--- config.mk ---
export PLATFORM = sky130hd
export DESIGN_NAME = ifc_framer_flat
export DESIGN_NICKNAME = d
export VERILOG_FILES = /design/src/shared/ifc_pkg.sv /design/src/shared/ifc_link_if.sv /design/src/design/ifc_framer.sv /design/src/flat_wrapper.sv
export SDC_FILE = /design/constraint.sdc
export NUM_CORES = 1
export LEC_CHECK = 0
export ABC_CLOCK_PERIOD_IN_PS = 3000
export BUFFER_PORTS_ARGS = -buffer_cell sky130_fd_sc_hd__buf_2
export CAP_MARGIN = 20
export CORE_AREA = 2 2 476 478
export CTS_BUF_LIST = sky130_fd_sc_hd__clkbuf_8
export DETAILED_ROUTE_END_ITERATION = 8
export DIE_AREA = 0 0 478 480
export PLACE_DENSITY = 0.3
export SLEW_MARGIN = 15
export SYNTH_ARGS = -nofsm -noshare
export SYNTH_HDL_FRONTEND = slang
export SYNTH_SLANG_ARGS = --single-unit
--- constraint.sdc ---
create_clock -name ref_clk -period 3 [get_ports ref_clk]
set_input_delay 0.45 -clock ref_clk [delete_from_list [all_inputs] [get_ports ref_clk]]
set_output_delay 0.45 -clock ref_clk [all_outputs]
set_load 0.01 [all_outputs]
--- src/shared/ifc_pkg.sv ---
// Shared constants and types for the in-band flow-control and status link
package ifc_pkg;
    // ****************************************
    // Sizes
    // ****************************************
    localparam int CAL_ENTRIES = 256; // Calendar length
    localparam int CAL_GROUP = 16; // Entries per control word
    localparam int CAL_GROUPS = CAL_ENTRIES / CAL_GROUP;
    localparam int LANES = 12; // Receive lanes
    localparam int WORD_W = 64; // Link word width
    localparam int BURST_W = 8; // Width of min burst length
    localparam int GRP_W = $clog2(CAL_GROUPS);

    // ****************************************
    // Field positions in link words
    // ****************************************
    localparam int CW_CAL_HI = 55; // Calendar field top bit
    localparam int CW_CAL_LO = 40; // Calendar field low bit
    localparam int CW_CAL_START = 56; // First-group marker
    localparam int DW_LANE_STAT = 33; // Diagnostic lane status
    localparam int DW_INTF_STAT = 32; // Diagnostic interface status

    // ****************************************
    // Values
    // ****************************************
    localparam logic XON = 1'b1; // Calendar bit meaning go
    localparam logic XOFF = 1'b0; // Calendar bit meaning stop
    localparam logic [GRP_W-1:0] GRP_FIRST = 4'h0;
    localparam logic [BURST_W-1:0] BURST_ZERO = 8'h00;
    localparam logic [BURST_W-1:0] BURST_ONE = 8'h01;
    localparam logic [BURST_W-1:0] BURST_MAX = 8'hFF;
    localparam logic [BURST_W-1:0] MIN_BURST_RST = 8'h02; // Default min burst
    localparam logic [WORD_W-1:0] WORD_ZERO = 64'h0000_0000_0000_0000;

    // ****************************************
    // Timing
    // ****************************************
    localparam int CLK_PERIOD_NS = 100; // ref_clk period
    localparam int TX_RST_NS = 800; // Least transmit reset pulse
    localparam int TX_RST_CYC = (TX_RST_NS + CLK_PERIOD_NS - 1) / CLK_PERIOD_NS;
    localparam logic [3:0] TX_RST_CYC_W = 4'(TX_RST_CYC);

    // Host recovery sequencer
    typedef enum logic [1:0] {IFC_RUN, IFC_RESET, IFC_WAIT} ifc_rec_t;
endpackage : ifc_pkg

--- src/shared/ifc_link_if.sv ---
// Interface joining the framer end and the user logic end
`timescale 1ns/1ps
`default_nettype none
interface ifc_link_if;
    import ifc_pkg::*;
    // ****************************************
    // User to framer
    // ****************************************
    logic [CAL_ENTRIES-1:0] tx_calendar_xon_bits; // 1 XON, 0 XOFF per entry
    logic [BURST_W-1:0] tx_min_burst_length; // Least data words per burst
    logic tx_word_valid; // Word offered
    logic tx_word_ctrl; // Word is a control word
    logic tx_word_eop; // Control word closes a packet
    logic [WORD_W-1:0] tx_word_data; // Word contents
    logic tx_reset_req; // Synchronous transmit-side reset
    // ****************************************
    // Framer to user
    // ****************************************
    logic tx_word_ready; // Framer takes words
    logic tx_underflow_err; // Link starved mid packet
    logic tx_burst_err; // Short burst without end of packet
    logic tx_overflow_err; // Critical internal failure
    logic [LANES-1:0] rx_lane_status; // Latest diagnostic lane bit
    logic [LANES-1:0] rx_intf_status; // Latest diagnostic interface bit
    logic [LANES-1:0] rx_diag_check_good; // Latest diagnostic check good

    modport framer (
        input tx_calendar_xon_bits, tx_min_burst_length, tx_word_valid, tx_word_ctrl,
        input tx_word_eop, tx_word_data, tx_reset_req,
        output tx_word_ready, tx_underflow_err, tx_burst_err, tx_overflow_err,
        output rx_lane_status, rx_intf_status, rx_diag_check_good
    );
    modport user (
        output tx_calendar_xon_bits, tx_min_burst_length, tx_word_valid, tx_word_ctrl,
        output tx_word_eop, tx_word_data, tx_reset_req,
        input tx_word_ready, tx_underflow_err, tx_burst_err, tx_overflow_err,
        input rx_lane_status, rx_intf_status, rx_diag_check_good
    );
endinterface : ifc_link_if
`default_nettype wire

--- src/design/ifc_framer.sv ---
// Framer end: calendar insertion into control words, transmit errors, lane status
// ****************************************
// ****************************************
`timescale 1ns/1ps
`default_nettype none
module ifc_framer #(
    parameter int N_LANES = ifc_pkg::LANES, // Receive lanes
    parameter int N_ENTRIES = ifc_pkg::CAL_ENTRIES // Calendar length
) (
    input wire logic ref_clk,
    input wire logic reset_n,
    ifc_link_if.framer lnk,
    input wire logic [N_LANES-1:0] rx_diag_strobe,
    input wire logic [N_LANES-1:0][ifc_pkg::WORD_W-1:0] rx_diag_word,
    input wire logic [N_LANES-1:0] rx_diag_crc_ok,
    output logic link_valid_ff,
    output logic link_ctrl_ff,
    output logic [ifc_pkg::WORD_W-1:0] link_word_ff
);
    import ifc_pkg::*;

    // ****************************************
    // Elaboration checks
    // ****************************************
    // Refused while elaborating, since the slicing assumes these sizes
    if (N_LANES != LANES || N_ENTRIES != CAL_ENTRIES) begin : g_bad_size
        $error("ifc_framer: lane or calendar size not supported");
    end

    // ****************************************
    // State
    // ****************************************
    logic [GRP_W-1:0] grp_ff; // Next calendar group to send
    logic [BURST_W-1:0] burst_cnt_ff; // Data words since last control word
    logic seen_ctrl_ff; // A control word opened the current burst
    logic in_pkt_ff; // Between start and end of a packet
    logic ready_ff; // Word acceptance
    logic underflow_ff;
    logic burst_err_ff;
    logic overflow_ff;
    logic [N_LANES-1:0] lane_stat_ff;
    logic [N_LANES-1:0] intf_stat_ff;
    logic [N_LANES-1:0] check_good_ff;
    logic take; // Word accepted this cycle
    logic short_burst; // Closing control word ends a short burst
    logic [CW_CAL_HI-CW_CAL_LO:0] cal_slice; // Group on the wire order
    logic [WORD_W-1:0] ctrl_word; // Outgoing control word

    assign take = lnk.tx_word_valid && ready_ff;

    // Burst below minimum, closed by a control word lacking EOP
    assign short_burst = take && lnk.tx_word_ctrl && seen_ctrl_ff && !lnk.tx_word_eop
        && (burst_cnt_ff < lnk.tx_min_burst_length);

    // ****************************************
    // Calendar slice selection
    // ****************************************
    // Entry k of the group lands on bit 55-k, so entry 0 is on top
    always_comb begin
        cal_slice = '0;
        for (int k = 0; k < CAL_GROUP; k++) begin
            // Set bit is XON, clear bit is XOFF; passed as is
            cal_slice[CAL_GROUP-1-k] = lnk.tx_calendar_xon_bits[grp_ff*CAL_GROUP+k];
        end
    end

    // Overwrite the calendar field and the start marker
    always_comb begin
        ctrl_word = lnk.tx_word_data;
        ctrl_word[CW_CAL_HI:CW_CAL_LO] = cal_slice;
        ctrl_word[CW_CAL_START] = (grp_ff == GRP_FIRST);
    end

    // ****************************************
    // Calendar group walk
    // ****************************************
    // Wraps after the last group so the calendar repeats
    always_ff @(posedge ref_clk or negedge reset_n) begin
        if (!reset_n) begin
            grp_ff <= GRP_FIRST;
        end else if (lnk.tx_reset_req) begin
            grp_ff <= GRP_FIRST;
        end else if (take && lnk.tx_word_ctrl) begin
            grp_ff <= grp_ff + 4'h1;
        end
    end

    // ****************************************
    // Link output register
    // ****************************************
    always_ff @(posedge ref_clk or negedge reset_n) begin
        if (!reset_n) begin
            link_valid_ff <= 1'b0;
            link_ctrl_ff <= 1'b0;
            link_word_ff <= WORD_ZERO;
        end else if (lnk.tx_reset_req) begin
            link_valid_ff <= 1'b0;
            link_ctrl_ff <= 1'b0;
            link_word_ff <= WORD_ZERO;
        end else begin
            link_valid_ff <= take;
            link_ctrl_ff <= take && lnk.tx_word_ctrl;
            // Data words pass untouched, control words get the calendar
            if (take) begin
                link_word_ff <= lnk.tx_word_ctrl ? ctrl_word : lnk.tx_word_data;
            end
        end
    end

    // ****************************************
    // Burst length tracking
    // ****************************************
    // Saturates so very long bursts never wrap into a false short one
    always_ff @(posedge ref_clk or negedge reset_n) begin
        if (!reset_n) begin
            burst_cnt_ff <= BURST_ZERO;
            seen_ctrl_ff <= 1'b0;
        end else if (lnk.tx_reset_req) begin
            burst_cnt_ff <= BURST_ZERO;
            seen_ctrl_ff <= 1'b0;
        end else if (take && lnk.tx_word_ctrl) begin
            burst_cnt_ff <= BURST_ZERO;
            seen_ctrl_ff <= 1'b1;
        end else if (take && burst_cnt_ff != BURST_MAX) begin
            burst_cnt_ff <= burst_cnt_ff + BURST_ONE;
        end
    end

    // ****************************************
    // Packet tracking for starvation
    // ****************************************
    // A control word without EOP opens a packet, one with EOP closes it
    always_ff @(posedge ref_clk or negedge reset_n) begin
        if (!reset_n) begin
            in_pkt_ff <= 1'b0;
        end else if (lnk.tx_reset_req) begin
            in_pkt_ff <= 1'b0;
        end else if (take && lnk.tx_word_ctrl) begin
            in_pkt_ff <= !lnk.tx_word_eop;
        end
    end

    // ****************************************
    // Sticky transmit errors
    // ****************************************
    // Only the transmit reset clears them; the core cannot recover alone
    always_ff @(posedge ref_clk or negedge reset_n) begin
        if (!reset_n) begin
            underflow_ff <= 1'b0;
        end else if (in_pkt_ff && !lnk.tx_word_valid && ready_ff) begin
            underflow_ff <= 1'b1;
        end else if (lnk.tx_reset_req) begin
            underflow_ff <= 1'b0;
        end
    end

    always_ff @(posedge ref_clk or negedge reset_n) begin
        if (!reset_n) begin
            burst_err_ff <= 1'b0;
        end else if (short_burst) begin
            burst_err_ff <= 1'b1;
        end else if (lnk.tx_reset_req) begin
            burst_err_ff <= 1'b0;
        end
    end

    // A word offered while acceptance is withdrawn would be lost
    always_ff @(posedge ref_clk or negedge reset_n) begin
        if (!reset_n) begin
            overflow_ff <= 1'b0;
        end else if (lnk.tx_word_valid && !ready_ff && !lnk.tx_reset_req) begin
            overflow_ff <= 1'b1;
        end else if (lnk.tx_reset_req) begin
            overflow_ff <= 1'b0;
        end
    end

    // ****************************************
    // Acceptance
    // ****************************************
    // Stalls after a short burst or overflow until the user resets the transmit side
    always_ff @(posedge ref_clk or negedge reset_n) begin
        if (!reset_n) begin
            ready_ff <= 1'b0;
        end else begin
            ready_ff <= !lnk.tx_reset_req && !burst_err_ff && !short_burst && !overflow_ff;
        end
    end

    // ****************************************
    // Diagnostic word capture per lane
    // ****************************************
    // Values hold until the next diagnostic word on that lane
    always_ff @(posedge ref_clk or negedge reset_n) begin
        if (!reset_n) begin
            lane_stat_ff <= '0;
            intf_stat_ff <= '0;
            check_good_ff <= '0;
        end else begin
            for (int i = 0; i < N_LANES; i++) begin
                if (rx_diag_strobe[i]) begin
                    lane_stat_ff[i] <= rx_diag_word[i][DW_LANE_STAT];
                    intf_stat_ff[i] <= rx_diag_word[i][DW_INTF_STAT];
                    check_good_ff[i] <= rx_diag_crc_ok[i];
                end
            end
        end
    end

    // ****************************************
    // Outputs to the user end
    // ****************************************
    assign lnk.tx_word_ready = ready_ff;
    assign lnk.tx_underflow_err = underflow_ff;
    assign lnk.tx_burst_err = burst_err_ff;
    assign lnk.tx_overflow_err = overflow_ff;
    assign lnk.rx_lane_status = lane_stat_ff;
    assign lnk.rx_intf_status = intf_stat_ff;
    assign lnk.rx_diag_check_good = check_good_ff;
endmodule : ifc_framer
`default_nettype wire

--- src/flat_wrapper.sv ---
// flat-port wrapper written by rule: the top's interface ports become plain ports
module ifc_framer_flat import ifc_pkg::*;
#(
    parameter int N_LANES = ifc_pkg::LANES,                 
    parameter int N_ENTRIES = ifc_pkg::CAL_ENTRIES                   
)
  (ref_clk, reset_n, rx_diag_strobe, rx_diag_word, rx_diag_crc_ok, link_valid_ff, link_ctrl_ff, link_word_ff, lnk_tx_calendar_xon_bits, lnk_tx_min_burst_length, lnk_tx_word_valid, lnk_tx_word_ctrl, lnk_tx_word_eop, lnk_tx_word_data, lnk_tx_reset_req, lnk_tx_word_ready, lnk_tx_underflow_err, lnk_tx_burst_err, lnk_tx_overflow_err, lnk_rx_lane_status, lnk_rx_intf_status, lnk_rx_diag_check_good);
  ifc_link_if lnk_i ();
  input wire logic ref_clk;
  input wire logic reset_n;
  input wire logic [N_LANES-1:0] rx_diag_strobe;
  input wire logic [N_LANES-1:0][ifc_pkg::WORD_W-1:0] rx_diag_word;
  input wire logic [N_LANES-1:0] rx_diag_crc_ok;
  output logic link_valid_ff;
  output logic link_ctrl_ff;
  output logic [ifc_pkg::WORD_W-1:0] link_word_ff;
  input wire logic [$bits(lnk_i.tx_calendar_xon_bits)-1:0] lnk_tx_calendar_xon_bits;
  input wire logic [$bits(lnk_i.tx_min_burst_length)-1:0] lnk_tx_min_burst_length;
  input wire logic [$bits(lnk_i.tx_word_valid)-1:0] lnk_tx_word_valid;
  input wire logic [$bits(lnk_i.tx_word_ctrl)-1:0] lnk_tx_word_ctrl;
  input wire logic [$bits(lnk_i.tx_word_eop)-1:0] lnk_tx_word_eop;
  input wire logic [$bits(lnk_i.tx_word_data)-1:0] lnk_tx_word_data;
  input wire logic [$bits(lnk_i.tx_reset_req)-1:0] lnk_tx_reset_req;
  output wire logic [$bits(lnk_i.tx_word_ready)-1:0] lnk_tx_word_ready;
  output wire logic [$bits(lnk_i.tx_underflow_err)-1:0] lnk_tx_underflow_err;
  output wire logic [$bits(lnk_i.tx_burst_err)-1:0] lnk_tx_burst_err;
  output wire logic [$bits(lnk_i.tx_overflow_err)-1:0] lnk_tx_overflow_err;
  output wire logic [$bits(lnk_i.rx_lane_status)-1:0] lnk_rx_lane_status;
  output wire logic [$bits(lnk_i.rx_intf_status)-1:0] lnk_rx_intf_status;
  output wire logic [$bits(lnk_i.rx_diag_check_good)-1:0] lnk_rx_diag_check_good;
  assign lnk_i.tx_calendar_xon_bits = lnk_tx_calendar_xon_bits;
  assign lnk_i.tx_min_burst_length = lnk_tx_min_burst_length;
  assign lnk_i.tx_word_valid = lnk_tx_word_valid;
  assign lnk_i.tx_word_ctrl = lnk_tx_word_ctrl;
  assign lnk_i.tx_word_eop = lnk_tx_word_eop;
  assign lnk_i.tx_word_data = lnk_tx_word_data;
  assign lnk_i.tx_reset_req = lnk_tx_reset_req;
  assign lnk_tx_word_ready = lnk_i.tx_word_ready;
  assign lnk_tx_underflow_err = lnk_i.tx_underflow_err;
  assign lnk_tx_burst_err = lnk_i.tx_burst_err;
  assign lnk_tx_overflow_err = lnk_i.tx_overflow_err;
  assign lnk_rx_lane_status = lnk_i.rx_lane_status;
  assign lnk_rx_intf_status = lnk_i.rx_intf_status;
  assign lnk_rx_diag_check_good = lnk_i.rx_diag_check_good;
  ifc_framer #(.N_LANES(N_LANES), .N_ENTRIES(N_ENTRIES)) u_core (.ref_clk(ref_clk), .reset_n(reset_n), .lnk(lnk_i), .rx_diag_strobe(rx_diag_strobe), .rx_diag_word(rx_diag_word), .rx_diag_crc_ok(rx_diag_crc_ok), .link_valid_ff(link_valid_ff), .link_ctrl_ff(link_ctrl_ff), .link_word_ff(link_word_ff));
endmodule
==> impl_metrics.ini, run 1 <==
[cells_and_area]
final_common_cell = buf_2
layout.nets = 2319
final_cell_mix = 485 x buf_2, 117 x dfrtp_1, 107 x nand2_1, 78 x dlygate4sd3_1, 71 x a21oi_1
n_fill_cell = 26334
syn2layout_area_growth_pct = 105
drive_above_1_share_pct = 55.3

[logic_synthesis]
syn_inst = 610
ys_seq_area_share_pct = 42.5
ys.warnings.count = 0
synthesis.area_sq_mm = 0.00707
yosysTopAreaCell = dfrtp_1
synth_nets = 1746
ys_ff_latch = 120
ys_types = 40
syn_area_per_cell_sq_um = 11.6
synth_top_area_share_pct = 42.5
synth_top_cells_by_area = dfrtp_1 42%, mux4_2 20%, mux2_2 5.7%

[clocking]
clk_pin_slew_ps = 110
cts_buffers = 17
cts_tree = built
clk_latency_ps = 600
cts_resized = 0
holdBufCountCts = 78
cts.sinks = 120
h-tree-depth = 4
post_cts_buffers = 0
clock_path_buffers = 2
root_buffer = clkbuf_8

[routing]
ant_nets = 0
drt_iter0_markers = 304
drcViolationCount = 0
first_pass_iters = 4
wire_per_inst_um = 11.4
vias = 7232
routed_wirelength_mm = 47.7
vias_per_cell = 1.72

[power]
leakage_nw = 5.53
seqPwrFrac_pct = 40.5
comb_power_share_pct = 24.0
power_density_mw_per_mm2 = 302
peakVddDrop_mv = 0.229
switching_share_pct = 34.7
internal-power_w = 0.00285
p_clk_share_pct = 35.5
power.switching_w = 0.00151

[critical_path]
crit_chain = buf_4 > mux4_2 > mux2i_1 > buf_4 > o22a_1 > o21ai_1
path_max_fanout = 26
crit_buf_inv = 2
worstPathArrival_ps = 2970
max_stage_delay_ps = 780
cpMostUsedCell = buf_4
cp.required_ps = 3450
path_class = reg2reg
startpoint_type = flop
cp_top_family = flip-flops
worstSetupEndpointType = flop
cp_slowest_cell = dfrtp_4

[timing]
worst_slew_pin_slew_ps = 809
rsz0062_at_grt = false
report.final.setup_viol = 0
hold_viol = 0
finalSetupTns_ps = 0
finalCritPeriodShare_pct = 84.0
drv_slew = 0
fin_crit_ps = 2520
max_slew_margin_pct = 46.1
fin_skew_ps = 27.2
hold_slack_ps = 158
fmax_mhz = 397

[global_route]
grt_pass1_wl_mm = 62.9
first_global_vias = 7818
grt_max_degree = 78
antenna_found_initial = 25
globalRoute.totalOverflow = 0
gr-usage-all-layers_pct = 4.13

[placement]
place_congestion = 0.731
hpwl_mm = 39.6
io_buffer_count = 487

[outcome]
outcome = complete, no violations

[floorplanning]
core_sq_mm = 0.224
io_pins = 1232
die-area_sq_mm = 0.229
fp.dieH_um = 480
die_x_um = 478
num_rows = 174
start_util_pct = 3.16

[worst_hold_path]
min_path_type = in2reg

[run]
maxCapViolCount = 0
==> flip-flops by register name (all words and copies together), names as in the netlist <==
register and flops:
u_core.grp_ff 4, u_core.lnk.rx_diag_check_good 12, u_core.lnk.tx_underflow_err 1, u_core.burst_cnt_ff 8, u_core.in_pkt_ff 1, u_core.lnk.tx_overflow_err 1, u_core.link_valid_ff 1, u_core.seen_ctrl_ff 1
u_core.link_word_ff 64, u_core.lnk.rx_lane_status 12, u_core.lnk.rx_intf_status 12, u_core.link_ctrl_ff 1, u_core.lnk.tx_word_ready 1, u_core.lnk.tx_burst_err 1
==> metal layers <==
layer	track usage (%)	up-vias	share of wire [%]
met3	0.996	56	5.7
met2	7.56	332	54
li1	-	3404	-
met4	2.04	4	3.0
met1	4.40	3436	37
met5	0	-	0.048
==> cell usage after synthesis (all sizes together) <==
cell,number
and2,2
clkbuf,29
nor3,4
inv,12
a21o,2
nand3,3
buf,19
xnor2,3
nand4,4
and3,3
ha,10
mux4,64
a31oi,2
dfrtp,120
nand3b,1
nand2,108
nand2b,3
a311oi,1
mux2,36
mux2i,33
o21ai,18
a211oi,2
nor3b,15
nor2b,2
o211ai,1
a21oi,71
and4,1
nor2,19
or3,2
nand4bb,1
o22a,15
xor2,4
==> cell families after synthesis <==
| group | after synthesis | synth area share [%] |
|---|---|---|
| xor gates and xnor gates | 7 | 0.867 |
| adders and majority gates | 10 | 1.77 |
| AOI/OAI and AO/OA | 112 | 8.99 |
| DFF | 120 | 42.5 |
| buffers and inverters | 60 | 4.42 |
| muxes | 133 | 30.8 |
| and+or+nand+nor | 168 | 10.6 |
==> worst paths after layout <==
kind | startpoint | endpoint | slack (ps) | depth (start not counted)
min reg2reg | u_core.lnk.rx_lane_status[0] | u_core.lnk.rx_lane_status[0] | 500 | 1
max | u_core.grp_ff[0] | u_core.link_word_ff[43] | 480 | 6
max in group asynchronous | reset_n | u_core.link_word_ff[19] | 1940 | 3
min in group asynchronous | reset_n | u_core.link_word_ff[52] | 310 | 2
min | lnk_tx_reset_req | u_core.link_ctrl_ff | 160 | 2
max reg2reg | u_core.grp_ff[0] | u_core.link_word_ff[43] | 480 | 6
==> per-stage QoR <==
stage | std cells | instance area (sq um) | util [%] | power, W | worst slack (ps)
floorplan | 610 | 7070 | - | 0.00219 | 1320
global placement | 4078 | 13300 | 5.95 | 0.00283 | 399
detailed placement | 4078 | 13300 | 5.95 | 0.00283 | 425
CTS | 4187 | 14500 | 6.45 | 0.00465 | 373
global route | 4192 | 14500 | 6.46 | 0.00473 | 267
finish | 4196 | 14500 | 6.46 | 0.00437 | 479
==> power by group through the flow <==
stage               clock, W  combinational [W]  sequential (W)
finish               0.00155            0.00105         0.00177
global route         0.00178            0.00116         0.00179
CTS                  0.00177            0.00111         0.00177
detailed placement         0            0.00103         0.00180
global placement           0            0.00102         0.00180
floorplan                  0           0.000350         0.00184
==> final cells by class <==
class | instances | area [sq um] | area share, %
antenna | 9 | 22.5 | 0.156
clock buffer | 18 | 248 | 1.71
clock inverter | 13 | 98.8 | 0.683
timing repair buffer | 602 | 3540 | 24.5
tap | 2992 | 3740 | 25.9
inverter | 12 | 45.0 | 0.311
sequential | 120 | 3010 | 20.8
multi-input combinational | 430 | 3760 | 26.0
(Power assumes the default switching activity.)
==> run 2: changes to the inputs <==
--- a/config.mk
+++ b/config.mk
@@ -5,13 +5,14 @@
 export SDC_FILE = /design/constraint.sdc
 export NUM_CORES = 1
 export LEC_CHECK = 0
-export ABC_CLOCK_PERIOD_IN_PS = 3000
+export ABC_AREA = 1
+export ABC_CLOCK_PERIOD_IN_PS = 2080
 export BUFFER_PORTS_ARGS = -buffer_cell sky130_fd_sc_hd__buf_2
 export CAP_MARGIN = 20
-export CORE_AREA = 2 2 476 478
+export CORE_AREA = 2 2 482 484
 export CTS_BUF_LIST = sky130_fd_sc_hd__clkbuf_8
 export DETAILED_ROUTE_END_ITERATION = 8
-export DIE_AREA = 0 0 478 480
+export DIE_AREA = 0 0 484 486
 export PLACE_DENSITY = 0.3
 export SLEW_MARGIN = 15
 export SYNTH_ARGS = -nofsm -noshare
==> constraint.sdc (replaced) <==
create_clock -name ref_clk -period 2.08 [get_ports ref_clk]
set_input_delay 0.312 -clock ref_clk [delete_from_list [all_inputs] [get_ports ref_clk]]
set_output_delay 0.312 -clock ref_clk [all_outputs]
set_load 0.01 [all_outputs]
==> run 2 against run 1 <==
  * Core utilization increased by 0.78 points
  * Global-route usage increased by 1.4 points
  * Critical path depth increased by 4
  * Register-to-register slack got worse by 420 ps
  * Synthesized area increased by 11%
  * Largest power group unchanged
  * Wire length increased by 39%
  * Critical endpoint is now u_core.link_word_ff[52]
  * Non-clock buffer count increased by 86
==> impl_metrics.ini, run 2 <==
[outcome]
outcome = complete, no violations

[logic_synthesis]
ys_types = 30
ys.warnings.count = 0
yosysTopAreaCell = dfrtp_1
syn_inst = 1121
yosysMostFrequentCell = nand2_1
yosys-top-cells-count = 400 x nand2_1, 168 x nand3_1, 134 x inv_1, 120 x dfrtp_1, 64 x nor2_1
synthFlopType = dfrtp_1
syn_area_per_cell_sq_um = 6.98
synth_top_area_share_pct = 38.4
synth_edf_count = 0
async_flop_share_pct = 100
ys_seq_area_share_pct = 38.4
synthesis.area_sq_mm = 0.00782
synth_top_cells_by_area = dfrtp_1 38%, nand2_1 19%, nand3_1 11%
ys_ff_latch = 120
synth_nets = 2257

[global_route]
first_global_vias = 10723
grt_use_met3_pct = 0.859
antenna_found_initial = 32
use_met1_pct = 6.00
busiest_layer = met2
globalRoute.totalOverflow = 0
grt_max_degree = 65
grt_util_met2_pct = 11.1
gr-usage-all-layers_pct = 5.58
grt_pass1_wl_mm = 88.7

[cells_and_area]
final_common_cell = buf_2
final_cell_mix = 486 x buf_2, 398 x nand2_1, 144 x nand3_1, 136 x inv_1, 121 x dlygate4sd3_1
layout.cells.non_filler = 4804
final_area_sq_mm = 0.0166
regMostFlops = u_core.link_word_ff
drive_above_1_share_pct = 37.9
largest_reg_flops = 64
syn2layout_area_growth_pct = 112
n_fill_cell = 27210
layout.nets = 2897

[timing]
setup_ws_ps = 57.3
hold_slack_ps = 107
max_slew_margin_pct = 57.4
fmax_mhz = 494
finalCritPeriodShare_pct = 97.2
drv_slew = 0
fin_crit_ps = 2020
worst_slew_pin_slew_ps = 638
rsz0062_at_grt = true
hold_viol = 0
report.final.setup_viol = 0
fin_skew_ps = 25.1

[clocking]
clk_pin_slew_ps = 90
h-tree-depth = 4
cts.sinks = 120
clk_latency_ps = 560
root_buffer = clkbuf_8
cts_tree = built
cts_buffers = 17
clock_path_buffers = 2

[floorplanning]
fp.dieH_um = 486
start_util_pct = 3.41
core_sq_mm = 0.229
num_rows = 176
die_x_um = 484
die-area_sq_mm = 0.235
io_pins = 1232

[critical_path]
critPathLaunch = u_core.grp_ff[0]
r2r_start = u_core.grp_ff[0]
worstSetupEndpointType = flop
startpoint_type = flop
crit_chain = buf_8 > buf_12 > or2_1 > nand3_2 > nand3_2 > nand3_2 > buf_12 > nand2_1 > nand2_2 > nand3_1
cpMostUsedCell = nand3_2
crit_buf_inv = 3
cp_top_family = simple AND/OR/NAND/NOR gates
path_class = reg2reg
max_stage_delay_ps = 590
path_max_fanout = 41
cp.required_ps = 2520
cp_slowest_cell = dfrtp_4
worstPathArrival_ps = 2470

[routing]
vias = 10070
vias_per_cell = 2.10
routed_wirelength_mm = 66.3
first_pass_iters = 5
wire_per_inst_um = 13.8
drt_iter0_markers = 412
ant_nets = 0
drcViolationCount = 0

[placement]
place_congestion = 0.809
placed_area_sq_mm = 0.0146
io_buffer_count = 487
post-place-ws_ps = -416
dp_cells = 4643
hpwl_mm = 55.8

[worst_hold_path]
min_from = lnk_tx_word_data[52]
min_path_type = in2reg

[power]
p_total_w = 0.00715
peakVddDrop_mv = 0.324
power_density_mw_per_mm2 = 431
leakage_nw = 7.54

[run]
maxCapViolCount = 0
==> run 2: changes by cell type after synthesis, sizes merged, moves of 12 or more <==
cell | previous run | this run
nand2 | 108 | 401
nand3 | 3 | 168
inv | 12 | 140
mux4 | 64 | 0
a21oi | 71 | 10
a22o | 0 | 47
nor2 | 19 | 66
mux2i | 33 | 0
buf | 19 | 51
nor3b | 15 | 0
o22a | 15 | 0
clkbuf | 29 | 16
o21ai | 18 | 30
==> run 2: path summary, 6_finish.rpt <==
kind	slack, ps	cells past startpoint	endpoint
min in group asynchronous	280	2	u_core.link_word_ff[33]
max in group asynchronous	1130	3	u_core.lnk.rx_lane_status[9]
worst min-delay path	110	5	u_core.link_word_ff[52]
worst max register to register	60	10	u_core.link_word_ff[52]
worst max-delay path	60	10	u_core.link_word_ff[52]
worst min register to register	490	2	u_core.link_word_ff[48]
==> run 2: logic make-up after synthesis <==
kind of cell,share of synthesized area [%]
fa+ha+maj,1.60
buf+inv,11.4
compound gates,9.02
mux,5.18
simple gates,34.5
flops,38.4
==> run 2: routing by layer <==
metal / vias up / share of wire, % / routed length, um
met5: - / 0.038 / 25
met4: 4 / 1.8 / 1170
met3: 66 / 2.8 / 1870
met2: 268 / 57 / 38100
met1: 4880 / 38 / 25200
li1: 4852 / - / -
==> run 2: final cells by class <==
cell class	instances	area [sq um]	share of cell area, %
Multi-Input combinational cell	794	4100	24.7
Inverter	140	541	3.25
Antenna cell	4	10.0	0.0603
Clock buffer	18	248	1.49
Sequential cell	120	3010	18.1
Clock inverter	14	171	1.03
Timing Repair Buffer	688	4740	28.5
Tap cell	3026	3790	22.8
==> run 2: power breakdown <==
group | total (W) | leakage, nW | switching [W] | internal, W
clock network | 0.00251 | 0.217 | 0.00129 | 0.00123
registers | 0.00256 | 1.56 | 0.0000859 | 0.00247
logic | 0.00208 | 5.76 | 0.00107 | 0.00101
total | 0.00715 | 7.54 | 0.00244 | 0.00471
==> run 2: worst register-to-register path: stages (launching register included) <==
cell and delay [ps]:
dfrtp_4 590, buf_8 200, buf_12 170, or2_1 280, nand3_2 110, nand3_2 110, nand3_2 110, buf_12 120
nand2_1 70, nand2_2 80, nand3_1 70
==> run 2: per-stage QoR <==
stage	utilization, %	TNS [ps]
after detailed placement	6.38	-2730
after floorplan	-	0
after CTS	7.20	-3.83
after global placement	6.38	-2750
after global routing	7.24	-60.1
final	7.24	0
==> run 2: repair_timing <==
| action | 4_1_cts | 5_1_grt |
|---|---|---|
| gates resized for setup | 35 | 14 |
| endpoints found under the setup margin | 15 | 11 |
| pin swaps | 0 | 3 |
| hold buffers | 121 | 0 |
| cloned | 2 | 1 |
| setup buffers | 2 | 0 |
| endpoints found under the hold margin | 133 | 0 |
==> run 3: changes to the inputs <==
--- a/config.mk
+++ b/config.mk
@@ -6,14 +6,15 @@
 export NUM_CORES = 1
 export LEC_CHECK = 0
 export ABC_AREA = 1
-export ABC_CLOCK_PERIOD_IN_PS = 2080
+export ABC_CLOCK_PERIOD_IN_PS = 2300
 export BUFFER_PORTS_ARGS = -buffer_cell sky130_fd_sc_hd__buf_2
 export CAP_MARGIN = 20
-export CORE_AREA = 2 2 482 484
+export CORE_AREA = 2 2 486 488
 export CTS_BUF_LIST = sky130_fd_sc_hd__clkbuf_8
 export DETAILED_ROUTE_END_ITERATION = 8
-export DIE_AREA = 0 0 484 486
+export DIE_AREA = 0 0 488 490
 export PLACE_DENSITY = 0.3
+export RECOVER_POWER = 50
 export SLEW_MARGIN = 15
 export SYNTH_ARGS = -nofsm -noshare
 export SYNTH_HDL_FRONTEND = slang
==> constraint.sdc (replaced) <==
create_clock -name ref_clk -period 2.3 [get_ports ref_clk]
set_input_delay 0.345 -clock ref_clk [delete_from_list [all_inputs] [get_ports ref_clk]]
set_output_delay 0.345 -clock ref_clk [all_outputs]
set_load 0.01 [all_outputs]
==> run 3 against run 2 <==
  * Setup slack improved by 16 ps
  * Cell area decreased by 2.3%
  * Sequential cell count stayed put
  * Total power down 11%
  * Clock skew rose by 0.64 ps
  * Core utilization fell by 0.30 points
  * Count of clock-buffer cells in the layout is 1 lower
  * Worst hold slack worse by 19 ps
  * Via count fell by 1.6%
  * First-iteration DRC count is 23% higher
  * Critical path type unchanged
  * Highest routed layer unchanged
==> impl_metrics.ini, run 3 (same netlist as run 2, synthesis figures left out) <==
[power]
power_density_mw_per_mm2 = 394
seqPwrFrac_pct = 36.5
internal-power_w = 0.00404
power.switching_w = 0.00236
peakVddDrop_mv = 0.359
comb_power_share_pct = 29.3
switching_share_pct = 36.9
leakage_nw = 7.30
p_clk_share_pct = 34.2

[clocking]
h-tree-depth = 4
clk_pin_slew_ps = 80
clk_latency_ps = 580
clock_path_buffers = 2
root_buffer = clkbuf_8
cts_tree = built
cts.sinks = 120
cts_buffers = 17

[critical_path]
cp_slowest_cell = dfrtp_4
max_stage_delay_ps = 570
path_max_fanout = 37
cpMostUsedCell = nand3_1
worstPathArrival_ps = 2680
worstSetupEndpointType = flop
startpoint_type = flop
path_class = reg2reg
cp.required_ps = 2750
crit_chain = inv_4 > buf_12 > buf_4 > nand2_1 > nand3_1 > nand3_1 > nand3_1 > nand3_1 > buf_12 > nand2_1 > nand2_1

[placement]
place_congestion = 0.795
io_buffer_count = 487
hpwl_mm = 63.1
dp_cells = 4766
post-place-ws_ps = -89.3

[routing]
wire_per_inst_um = 14.7
drt_iter0_markers = 505
ant_nets = 0
vias = 9910
drcViolationCount = 0
routed_wirelength_mm = 72.2
first_pass_iters = 4
vias_per_cell = 2.02

[worst_hold_path]
min_path_type = in2reg

[timing]
max_slew_margin_pct = 14.0
fin_crit_ps = 2230
setup_ws_ps = 73.3
fmax_mhz = 449
fin_skew_ps = 25.8
finalCritPeriodShare_pct = 96.8
finalSetupTns_ps = 0
worst_slew_pin_slew_ps = 1290
report.final.setup_viol = 0
drv_slew = 0
hold_viol = 0
rsz0062_at_grt = false
hold_slack_ps = 87.5

[global_route]
grt_max_degree = 65
first_global_vias = 10212
gr-usage-all-layers_pct = 5.98
antenna_found_initial = 38
globalRoute.totalOverflow = 0
grt_pass1_wl_mm = 93.2

[outcome]
outcome = complete, no violations

[cells_and_area]
syn2layout_area_growth_pct = 107
layout.nets = 2873
drive_above_1_share_pct = 36.4
final_util_pct = 6.94
layout.cells.non_filler = 4917
n_fill_cell = 27740
final_common_cell = buf_2
regMostFlops = u_core.link_word_ff
largest_reg_flops = 64
final_cell_mix = 483 x buf_2, 400 x nand2_1, 166 x nand3_1, 137 x inv_1, 118 x dfrtp_1

[floorplanning]
fp.dieH_um = 490
die_x_um = 488
num_rows = 178
start_util_pct = 3.34
core_sq_mm = 0.234
io_pins = 1232
die-area_sq_mm = 0.239

[run]
maxCapViolCount = 0
==> run 3: worst max-delay path, delay by kind of cell, from the launching register on <==
kind                   cells  cell delay (ps)
buffers and inverters      4              770
DFF                        1              570
and+or+nand+nor            7              730
==> run 3: worst paths after layout <==
check / start / to / slack [ps] / cells past startpoint
max in group asynchronous: reset_n / u_core.link_word_ff[43] / 510 / 3
setup reg to reg: u_core.grp_ff[0] / u_core.link_word_ff[41] / 70 / 11
min in group asynchronous: reset_n / u_core.link_word_ff[1] / 230 / 2
hold / removal: rx_diag_strobe[8] / u_core.lnk.rx_diag_check_good[8] / 90 / 2
hold reg to reg: u_core.link_word_ff[50] / u_core.link_word_ff[50] / 480 / 2
setup / recovery: u_core.grp_ff[0] / u_core.link_word_ff[41] / 70 / 11
==> run 3: final cells by class <==
cell class                 instances  area [sq um]  area share [%]
antenna                           17          42.5           0.262
multi-input combinational        794          3950            24.3
inverter                         140           528            3.25
tap                             3150          3940            24.3
clock buffer                      17           234            1.44
timing repair buffer             664          4380            27.0
sequential                       120          3010            18.5
clock inverter                    15           153           0.940
==> run 3: power groups by stage <==
stage          Combinational (W)  Sequential, W  Clock (W)
3_5_place_dp             0.00182        0.00238          0
2_1_floorplan           0.000540        0.00240          0
6_report                 0.00188        0.00233    0.00218
3_3_place_gp             0.00182        0.00238          0
4_1_cts                  0.00199        0.00234    0.00236
5_1_grt                  0.00208        0.00235    0.00241
==> run 3: stage by stage <==
stage	cell area (sq um)	total power, W
after detailed placement	14800	0.00420
after CTS	16200	0.00669
final	16200	0.00639
after global routing	16200	0.00684
after floorplan	7820	0.00294
after global placement	14800	0.00420
==> run 3: metal layers <==
metal | part of all wire (%) | global-route usage, % | wire (um) | up-vias
li1 | - | - | - | 4832
met1 | 35 | 5.87 | 25400 | 4724
met2 | 57 | 11.8 | 41000 | 243
met3 | 5.6 | 1.80 | 4010 | 79
met4 | 2.1 | 1.66 | 1490 | 32
met5 | 0.27 | 0 | 194 | -
==> run 3: timing repair <==
item                                   4_1_cts  5_1_grt
endpoints found under the hold margin      202        0
setup endpoints to repair                    1        4
buffers inserted                             0        1
gates resized for setup                      1        3
hold buffers                               101        0
pin swaps                                    0        0
